`src/shared/rtc_value_pkg.sv`:
```
// Constants for the calendar clock value and alarm match windows.
// Assumes a CPU that reaches the values through four byte-wide window ports.
// Notes on behaviour
// Year holds tens digit in bits 7-4 and units digit in bits 3-0.
// Month holds tens bit at 4, units in 3-0; bits 7-5 read zero.
// Date holds tens in 5-4, units in 3-0; bits 7-6 read zero.
// Weekday holds one digit in bits 2-0; bits 7-3 read zero.
// Hour holds tens in 5-4, units in 3-0; bits 7-6 read zero.
// Minute holds tens in 6-4, units in 3-0; bit 7 reads zero.
// Second holds tens in 6-4, units in 3-0; bit 7 reads zero.
// Reserved time slot stores nothing, reads zero, ignores writes.
// Every unimplemented bit reads back as zero.
// Calendar and alarm calendar writes only land while write unlock is set.
// Alarm month match uses the month layout.
// Alarm date match uses the date layout.
// Alarm weekday match uses the weekday layout.
// Stored values have no defined content after reset.
// Time pointer picks the slot pair; high port access decrements it to 00.
// Alarm pointer picks the alarm pair; high port access decrements it to 00.
// Time window writes to a stored slot while locked are discarded and flagged on wr_discarded_q.
package rtc_value_pkg;

  // Window pointer codes
  localparam logic [1:0] PTR_ZERO = 2'h0;
  localparam logic [1:0] PTR_ONE = 2'h1;
  localparam logic [1:0] PTR_TWO = 2'h2;
  localparam logic [1:0] PTR_THREE = 2'h3;
  localparam logic [1:0] PTR_RESET = 2'h0;

  // Storage slot indices
  localparam int SLOT_COUNT = 13;
  localparam logic [3:0] SLOT_SECOND = 4'h0;
  localparam logic [3:0] SLOT_MINUTE = 4'h1;
  localparam logic [3:0] SLOT_HOUR = 4'h2;
  localparam logic [3:0] SLOT_WEEKDAY = 4'h3;
  localparam logic [3:0] SLOT_DATE = 4'h4;
  localparam logic [3:0] SLOT_MONTH = 4'h5;
  localparam logic [3:0] SLOT_YEAR = 4'h6;
  localparam logic [3:0] SLOT_ALM_SECOND = 4'h7;
  localparam logic [3:0] SLOT_ALM_MINUTE = 4'h8;
  localparam logic [3:0] SLOT_ALM_HOUR = 4'h9;
  localparam logic [3:0] SLOT_ALM_WEEKDAY = 4'hA;
  localparam logic [3:0] SLOT_ALM_DATE = 4'hB;
  localparam logic [3:0] SLOT_ALM_MONTH = 4'hC;
  localparam logic [3:0] SLOT_NONE = 4'hF;

  // Implemented bit masks of each layout
  localparam logic [7:0] MASK_YEAR = 8'hFF;
  localparam logic [7:0] MASK_MONTH = 8'h1F;
  localparam logic [7:0] MASK_DATE = 8'h3F;
  localparam logic [7:0] MASK_WEEKDAY = 8'h07;
  localparam logic [7:0] MASK_HOUR = 8'h3F;
  localparam logic [7:0] MASK_MINUTE = 8'h7F;
  localparam logic [7:0] MASK_SECOND = 8'h7F;
  localparam logic [7:0] READ_ZERO = 8'h00;
  localparam logic [7:0] RD_DATA_RESET = 8'h00;

  // Slots whose writes need the unlock bit (time minute and second are
  // gated by the whole time window lock, alarm minute and second are free)
  localparam logic [SLOT_COUNT-1:0] SLOT_LOCKED = 13'h1E7F;

  // Mask of a slot, by index
  function automatic logic [7:0] slot_mask(input logic [3:0] slot);
    logic [7:0] m;
    m = READ_ZERO;
    case (slot)
      SLOT_SECOND, SLOT_ALM_SECOND: m = MASK_SECOND;
      SLOT_MINUTE, SLOT_ALM_MINUTE: m = MASK_MINUTE;
      SLOT_HOUR, SLOT_ALM_HOUR: m = MASK_HOUR;
      SLOT_WEEKDAY, SLOT_ALM_WEEKDAY: m = MASK_WEEKDAY;
      SLOT_DATE, SLOT_ALM_DATE: m = MASK_DATE;
      SLOT_MONTH, SLOT_ALM_MONTH: m = MASK_MONTH;
      SLOT_YEAR: m = MASK_YEAR;
      default: m = READ_ZERO;
    endcase
    return m;
  endfunction : slot_mask

endpackage : rtc_value_pkg

```
`src/hdl/bcd_slot.sv`:
```
// One stored BCD value byte with fixed implemented bits.
// Assumes the parent decides when a write is allowed.
`timescale 1ns/1ps
module bcd_slot
  import rtc_value_pkg::*;
#(
  parameter logic [7:0] MASK = 8'hFF
)
(
  // Clock and freeze
  input wire logic mclk,
  input wire logic ce,
  // Write side
  input wire logic wr_en,
  input wire logic [7:0] wr_data,
  // Stored value
  output logic [7:0] value_q
);

  logic [7:0] value_d;

  // Unimplemented positions are forced to zero on entry
  always_comb
  begin
    value_d = wr_data & MASK;
  end

  // No reset: content is unknown until software writes it
  always_ff @(posedge mclk)
  begin
    if (ce && wr_en)
    begin
      value_q <= value_d;
    end
  end

endmodule : bcd_slot

```
`src/hdl/rtc_value_regs.sv`:
```
// Calendar clock value and alarm match registers behind window ports.
// Assumes the CPU issues at most one window access per cycle.
// Assumes every strobe is synchronous to mclk and lasts one clock per access.
// Assumes the unlock bit comes from a control register outside this block.
`timescale 1ns/1ps
module rtc_value_regs
  import rtc_value_pkg::*;
(
  // Clock, reset and freeze
  input wire logic mclk,
  input wire logic rst_n,
  input wire logic ce,
  // Configuration from the control register
  input wire logic value_write_unlock,
  input wire logic time_ptr_load,
  input wire logic [1:0] time_ptr_value,
  input wire logic alarm_ptr_load,
  input wire logic [1:0] alarm_ptr_value,
  // Time window access strobes
  input wire logic time_hi_rd,
  input wire logic time_hi_wr,
  input wire logic time_lo_rd,
  input wire logic time_lo_wr,
  // Alarm window access strobes
  input wire logic alarm_hi_rd,
  input wire logic alarm_hi_wr,
  input wire logic alarm_lo_rd,
  input wire logic alarm_lo_wr,
  // Shared write data
  input wire logic [7:0] wr_data,
  // Read answer and dropped-write flag
  output logic [7:0] rd_data_q,
  output logic rd_valid_q,
  output logic wr_discarded_q,
  // Window pointers
  output logic [1:0] time_window_pointer_q,
  output logic [1:0] alarm_window_pointer_q,
  // Time values
  output logic [7:0] second_count_q,
  output logic [7:0] minute_count_q,
  output logic [7:0] hour_count_q,
  output logic [7:0] weekday_count_q,
  output logic [7:0] date_count_q,
  output logic [7:0] month_count_q,
  output logic [7:0] year_count_q,
  // Alarm match values
  output logic [7:0] alarm_second_match_q,
  output logic [7:0] alarm_minute_match_q,
  output logic [7:0] alarm_hour_match_q,
  output logic [7:0] alarm_weekday_match_q,
  output logic [7:0] alarm_date_match_q,
  output logic [7:0] alarm_month_match_q
);

  // Pointer step: count down, hold at zero
  // The pointer never wraps, so repeated high-port accesses settle on 00
  function automatic logic [1:0] ptr_step(input logic [1:0] ptr);
    logic [1:0] n;
    n = ptr;
    if (ptr != PTR_ZERO)
    begin
      n = ptr - 2'h1;
    end
    return n;
  endfunction : ptr_step

  // Slot chosen by a time window port and pointer
  // High port at 11 maps to no slot; it reads zero and stores nothing
  function automatic logic [3:0] time_slot(input logic hi, input logic [1:0] ptr);
    logic [3:0] s;
    s = SLOT_NONE;
    unique case (ptr)
      PTR_ZERO: s = hi ? SLOT_MINUTE : SLOT_SECOND;
      PTR_ONE: s = hi ? SLOT_WEEKDAY : SLOT_HOUR;
      PTR_TWO: s = hi ? SLOT_MONTH : SLOT_DATE;
      PTR_THREE: s = hi ? SLOT_NONE : SLOT_YEAR;
    endcase
    return s;
  endfunction : time_slot

  // Slot chosen by an alarm window port and pointer
  // Pointer 11 has no alarm pair on either port
  function automatic logic [3:0] alarm_slot(input logic hi, input logic [1:0] ptr);
    logic [3:0] s;
    s = SLOT_NONE;
    unique case (ptr)
      PTR_ZERO: s = hi ? SLOT_ALM_MINUTE : SLOT_ALM_SECOND;
      PTR_ONE: s = hi ? SLOT_ALM_WEEKDAY : SLOT_ALM_HOUR;
      PTR_TWO: s = hi ? SLOT_ALM_MONTH : SLOT_ALM_DATE;
      PTR_THREE: s = SLOT_NONE;
    endcase
    return s;
  endfunction : alarm_slot

  // Next-state, decode and answer nets
  logic [1:0] time_ptr_d;
  logic [1:0] alarm_ptr_d;
  logic [3:0] wr_slot;
  logic [3:0] rd_slot;
  logic wr_any;
  logic rd_any;
  logic wr_allowed;
  logic [7:0] rd_data_d;
  logic wr_discarded_d;
  logic [SLOT_COUNT-1:0] slot_wr;
  logic [7:0] slot_value [SLOT_COUNT];

  // Which slot a write targets; the reserved pair gives no slot
  // Fixed port priority keeps to one slot write per cycle
  always_comb
  begin
    wr_slot = SLOT_NONE;
    wr_any = 1'b0;
    if (time_hi_wr)
    begin
      wr_slot = time_slot(1'b1, time_window_pointer_q);
      wr_any = 1'b1;
    end
    else if (time_lo_wr)
    begin
      wr_slot = time_slot(1'b0, time_window_pointer_q);
      wr_any = 1'b1;
    end
    else if (alarm_hi_wr)
    begin
      wr_slot = alarm_slot(1'b1, alarm_window_pointer_q);
      wr_any = 1'b1;
    end
    else if (alarm_lo_wr)
    begin
      wr_slot = alarm_slot(1'b0, alarm_window_pointer_q);
      wr_any = 1'b1;
    end
  end

  // Lock check: gated slots need the unlock bit set
  // Alarm minute and second stay writable so software can tune them freely
  always_comb
  begin
    wr_allowed = 1'b0;
    if (wr_slot != SLOT_NONE)
    begin
      wr_allowed = value_write_unlock || !SLOT_LOCKED[wr_slot];
    end
  end

  // Dropped write report; the reserved pair never raises it
  always_comb
  begin
    wr_discarded_d = wr_any && (wr_slot != SLOT_NONE) && !wr_allowed;
  end

  // One write strobe per slot
  // A write to no slot raises no strobe, so nothing is stored
  always_comb
  begin
    slot_wr = '0;
    if (wr_allowed)
    begin
      slot_wr[wr_slot] = 1'b1;
    end
  end

  // Storage slots, each with the layout mask of its value
  // Masking at the write keeps unused bits zero in the stored flops too
  for (genvar i = 0; i < SLOT_COUNT; i++)
  begin : g_slot
    bcd_slot #(
      .MASK(slot_mask(4'(i)))
    ) u_slot (
      .mclk(mclk),
      .ce(ce),
      .wr_en(slot_wr[i]),
      .wr_data(wr_data),
      .value_q(slot_value[i])
    );
  end

  // Which slot a read targets
  // Same priority as the write side, so reads and writes decode alike
  always_comb
  begin
    rd_slot = SLOT_NONE;
    rd_any = 1'b0;
    if (time_hi_rd)
    begin
      rd_slot = time_slot(1'b1, time_window_pointer_q);
      rd_any = 1'b1;
    end
    else if (time_lo_rd)
    begin
      rd_slot = time_slot(1'b0, time_window_pointer_q);
      rd_any = 1'b1;
    end
    else if (alarm_hi_rd)
    begin
      rd_slot = alarm_slot(1'b1, alarm_window_pointer_q);
      rd_any = 1'b1;
    end
    else if (alarm_lo_rd)
    begin
      rd_slot = alarm_slot(1'b0, alarm_window_pointer_q);
      rd_any = 1'b1;
    end
  end

  // Read mux; the reserved and unused slots answer zero
  // Masking here too zeroes unused bits even before a slot is first written
  always_comb
  begin
    rd_data_d = READ_ZERO;
    if (rd_slot != SLOT_NONE)
    begin
      rd_data_d = slot_value[rd_slot] & slot_mask(rd_slot);
    end
  end

  // Read pulse, one cycle after the strobe
  // Raised for the reserved pair too, since that read is still answered
  always_ff @(posedge mclk or negedge rst_n)
  begin
    if (!rst_n)
    begin
      rd_valid_q <= 1'b0;
    end
    else if (ce)
    begin
      rd_valid_q <= rd_any;
    end
  end

  // Read data, held until the next read
  // Holding keeps the answer steady for a slow reader between reads
  always_ff @(posedge mclk or negedge rst_n)
  begin
    if (!rst_n)
    begin
      rd_data_q <= RD_DATA_RESET;
    end
    else if (ce && rd_any)
    begin
      rd_data_q <= rd_data_d;
    end
  end

  // Flag for a write dropped by the lock
  // Lasts one cycle; it belongs to the access that was refused
  always_ff @(posedge mclk or negedge rst_n)
  begin
    if (!rst_n)
    begin
      wr_discarded_q <= 1'b0;
    end
    else if (ce)
    begin
      wr_discarded_q <= wr_discarded_d;
    end
  end

  // Next time pointer: a load wins over the access step
  // A refused write still steps the pointer, like any high-port access
  always_comb
  begin
    time_ptr_d = time_window_pointer_q;
    if (time_ptr_load)
    begin
      time_ptr_d = time_ptr_value;
    end
    else if (time_hi_rd || time_hi_wr)
    begin
      time_ptr_d = ptr_step(time_window_pointer_q);
    end
  end

  // Next alarm pointer: a load wins over the access step
  // The alarm pointer stops at 00; there is no roll-over here
  always_comb
  begin
    alarm_ptr_d = alarm_window_pointer_q;
    if (alarm_ptr_load)
    begin
      alarm_ptr_d = alarm_ptr_value;
    end
    else if (alarm_hi_rd || alarm_hi_wr)
    begin
      alarm_ptr_d = ptr_step(alarm_window_pointer_q);
    end
  end

  // Time pointer register
  // Reset puts it on the minute and second pair
  always_ff @(posedge mclk or negedge rst_n)
  begin
    if (!rst_n)
    begin
      time_window_pointer_q <= PTR_RESET;
    end
    else if (ce)
    begin
      time_window_pointer_q <= time_ptr_d;
    end
  end

  // Alarm pointer register
  // Kept apart from the time pointer so each window moves on its own
  always_ff @(posedge mclk or negedge rst_n)
  begin
    if (!rst_n)
    begin
      alarm_window_pointer_q <= PTR_RESET;
    end
    else if (ce)
    begin
      alarm_window_pointer_q <= alarm_ptr_d;
    end
  end

  // Time values straight out of the slot flops
  // No reset here: a value reads unknown until software writes it
  assign second_count_q = slot_value[SLOT_SECOND];
  assign minute_count_q = slot_value[SLOT_MINUTE];
  assign hour_count_q = slot_value[SLOT_HOUR];
  assign weekday_count_q = slot_value[SLOT_WEEKDAY];
  assign date_count_q = slot_value[SLOT_DATE];
  assign month_count_q = slot_value[SLOT_MONTH];
  assign year_count_q = slot_value[SLOT_YEAR];

  // Alarm match values straight out of their slot flops
  // Alarm slots are kept apart so a time write never lands on them
  assign alarm_second_match_q = slot_value[SLOT_ALM_SECOND];
  assign alarm_minute_match_q = slot_value[SLOT_ALM_MINUTE];
  assign alarm_hour_match_q = slot_value[SLOT_ALM_HOUR];
  assign alarm_weekday_match_q = slot_value[SLOT_ALM_WEEKDAY];
  assign alarm_date_match_q = slot_value[SLOT_ALM_DATE];
  assign alarm_month_match_q = slot_value[SLOT_ALM_MONTH];

endmodule : rtc_value_regs

```
`config.mk`:
```
export PLATFORM = sky130hd
export DESIGN_NAME = rtc_value_regs
export DESIGN_NICKNAME = d
export VERILOG_FILES = /design/src/shared/rtc_value_pkg.sv /design/src/hdl/bcd_slot.sv /design/src/hdl/rtc_value_regs.sv
export SDC_FILE = /design/constraint.sdc
export NUM_CORES = 1
export LEC_CHECK = 0
export ABC_AREA = 1
export BUFFER_PORTS_ARGS = -buffer_cell sky130_fd_sc_hd__buf_2
export CORE_ASPECT_RATIO = 0.8
export CORE_MARGIN = 2
export CORE_UTILIZATION = 47
export CTS_CLUSTER_DIAMETER = 150
export DETAILED_ROUTE_END_ITERATION = 6
export GPL_TIMING_DRIVEN = 0
export PLACE_DENSITY = 0.79
export SYNTH_ARGS = -nofsm -noshare
export SYNTH_HDL_FRONTEND = slang
export SYNTH_SLANG_ARGS = --single-unit
```
`constraint.sdc`:
```
create_clock -name mclk -period 2.17 [get_ports mclk]
set_input_delay 0.3255 -clock mclk [delete_from_list [all_inputs] [get_ports mclk]]
set_output_delay 0.3255 -clock mclk [all_outputs]
set_load 0.02 [all_outputs]
```
==> results_dict.tcl <==
set metrics [dict create \
    ys_types 32 \
    viasPerCell 5.09 \
    path_clk_slew_ps 70 \
    maxCapViolCount 0 \
    min_path_type "input port to register" \
    cts_buffers 9 \
    slowest_delay_ps 460 \
    cp.required_ps 2220 \
    slew_violations 0 \
    antenna_cells 0 \
    nets 731 \
    wl_met1_microns 5890 \
    wl_met2_microns 6360 \
    syn_area_per_cell_sq_um 8.98 \
    core_area_sq_um 9650 \
    start_util_pct 48.4 \
    drt-initial-drc-count 410 \
    die_w_microns 115 \
    yosysTopAreaCellShare_pct 48.9 \
    ir_drop_uv 395 \
    critPathSlowestCell "dfrtp_2" \
    async_flop_share_pct 15.6 \
    cts_root_buf "clkbuf_16" \
    synthesis.area_sq_um 4670 \
    max_freq_ghz 0.451 \
    rr_endpoint "g_slot[6].u_slot.value_q[1]" \
    reg2reg_slack_ps -50 \
    status "complete, but fails checks" \
    crit_fanout 8 \
    portBuffers 115 \
    clock_path_buffers 2 \
    io-pin-count 144 \
    wl_microns 14000 \
    route.met3.wl_microns 1410 \
    syn_inst 520 \
    fin_crit_ps 2220 \
    setup_viol 31 \
    tns_ps -585 \
    ys_ff_latch 90 \
    crit_family "simple AND/OR/NAND/NOR gates" \
    min_path_cells 1 \
    yosys-top-cells-area "edfxtp_1 (49%), nand2_1 (17%), dfrtp_1 (7.5%)" \
    place_congestion 0.908 \
    grt_pass1_wl_microns 20000 \
    holdCritStartpoint "wr_data[7]" \
    worst-path-buf-inv 3 \
    yosys.area.top_type "edfxtp_1" \
    seq_area_frac_synth_pct 56.4 \
    violations "setup timing" \
    die_h_microns 93.1 \
    ff2ff_path_depth 9 \
    vias 4252 \
    synth_top_flop_cell "edfxtp_1" \
    p_per_area_nw_per_um2 890 \
    grt_pass1_vias 3752 \
    start_kind "register" \
    max-slew-margin-rel_pct 49.7 \
    finClkSkew_ps 11.6 \
    cpMostUsedCell "nor2_4" \
    worstSetupPathType "register to register" \
    syn_to_final_growth_pct 35.4 \
    drc 0 \
    ant_nets 0 \
    final_hold_viol_count 0 \
    worst_setup_path_end_kind "register" \
    h-tree-depth 3 \
    worstPathCellList "inv_2 -> ha_4 -> nand3_1 -> a21boi_2 -> inv_1 -> nor2_4 -> nand2_2 -> nor2_4 -> buf_12" \
    grt_use_total_pct 24.8 \
    leakagePower_nw 3.00 \
    dpl-instance-area_sq_um 5540 \
    tritoncts "yes" \
    r2r_start "alarm_window_pointer_q[0]" \
    finalCritPeriodShare_pct 102 \
    drive_gt1_share_pct 36.9 \
    grt-ovfl-total 0 \
    postLayoutCellArea_sq_um 6320 \
    rows 32 \
    antenna_found_initial 0 \
    highest_layer "met4" \
    cts.sinks 90 \
    dr.pass1.iters 5 \
    worstPathArrival_ps 2270 \
    postLayoutCoreUtil_pct 65.5 \
    yosysWarnings 0 \
    dpl.hpwl_microns 9810 \
    setup_ws_ps -48.7 \
    rsz0062_at_grt "true" \
    clk_latency_ps 340 \
    grt_max_degree 17 \
    wire_per_inst_microns 16.7 \
    min_to "g_slot[6].u_slot.value_q[7]" \
    worstMarginPinSlew_ps 751 \
    synth-edff-count 76 \
    dieArea_sq_um 10800 \
]
-- layer usage --
layer,global-route usage (%),vias to the layer above
li1,-,1970
met1,35.3,1977
met2,39.3,274
met3,4.67,31
met4,6.33,0
met5,0,-
-- where the power goes --
part | internal, mW | switching, mW | total [mW]
Clock | 0.785 | 0.682 | 1.47
Combinational | 0.751 | 1.30 | 2.05
Sequential | 2.01 | 0.0995 | 2.11
Total | 3.54 | 2.08 | 5.62
-- kinds of logic after synthesis --
family / count (synthesis) / share of synthesized area, %
simple gates: 291 / 25.6
other cells: 1 / 0.0803
buf+inv: 91 / 10.3
fa+ha+maj: 11 / 2.95
flops: 90 / 56.4
compound gates: 36 / 4.58
-- metrics by stage --
step / setup WS [ps] / std cells / power, mW / hold slack, ps
final: -48.7 / 835 / 5.62 / 161
after global routing: -146 / 835 / 5.87 / 153
after CTS: -79.2 / 823 / 5.28 / 157
after detailed placement: -403 / 798 / 3.67 / 252
after global placement: -267 / 798 / 3.63 / 240
after floorplan: -35.3 / 547 / 3.20 / 29.9
-- Yosys cell counts (4+ instances only) --
| cell | count |
|---|---|
| nand2_1 | 215 |
| edfxtp_1 | 76 |
| inv_1 | 46 |
| buf_4 | 32 |
| nand3_1 | 29 |
| nor2_1 | 29 |
| o21ai_0 | 15 |
| dfrtp_1 | 14 |
| ha_1 | 11 |
| nand3b_1 | 8 |
| a21oi_1 | 6 |
| o21ai_1 | 6 |
| buf_2 | 5 |
| inv_2 | 4 |
-- sequential cells by signal, summed over array words and instances (netlist names) --
register	count
wr_discarded_q	1
time_window_pointer_q	2
alarm_window_pointer_q	2
rd_valid_q	1
rd_data_q	8
g_slot.u_slot.value_q	76
-- what timing repair did --
action | 4_1_cts | 5_1_grt
hold buffers | 1 | 0
buffers inserted | 8 | 10
gates cloned | 0 | 2
endpoints found under the setup margin | 77 | 83
resized for setup | 39 | 45
hold endpoints to repair | 14 | 0
pin swaps | 12 | 22
-- worst max-delay path by stage --
stage / slack [ps] / cells past startpoint / to / startpoint
final: -50 / 9 / g_slot[6].u_slot.value_q[1] / alarm_window_pointer_q[0]
after global routing: -150 / 10 / g_slot[11].u_slot.value_q[5] / alarm_window_pointer_q[0]
after CTS: -80 / 10 / g_slot[12].u_slot.value_q[2] / time_window_pointer_q[1]
after detailed placement: -400 / 9 / g_slot[8].u_slot.value_q[3] / time_window_pointer_q[0]
after global placement: -270 / 8 / g_slot[2].u_slot.value_q[0] / alarm_window_pointer_q[1]
after floorplan: -40 / 10 / g_slot[12].u_slot.value_q[0] / alarm_window_pointer_q[1]
-- layout by cell type, fill, tap and decap left out, drive strengths merged, types with 2 or more instances in the layout --
master / synthesis / final
inv: 50 / 52
ha: 11 / 11
nand2: 219 / 220
conb: 1 / 28
o21bai: 2 / 2
clkinv: 2 / 6
nor2: 31 / 31
edfxtp: 76 / 76
nand3: 29 / 29
o21ai: 22 / 22
buf: 39 / 170
a21oi: 8 / 8
dfrtp: 14 / 14
nand3b: 8 / 8
clkbuf: 0 / 12
nand4: 2 / 2
-- area by class of cell --
type | instances | area [sq um]
well taps | 136 | 170
clock buffers | 9 | 225
inverters | 52 | 200
plain buffers | 39 | 297
repair buffers | 135 | 766
clock inverters | 7 | 52.6
multi-input cells | 367 | 1970
fillers | 765 | 3330
flip-flops and latches | 90 | 2640
No activity file was read; power rests on OpenSTA's default activity.
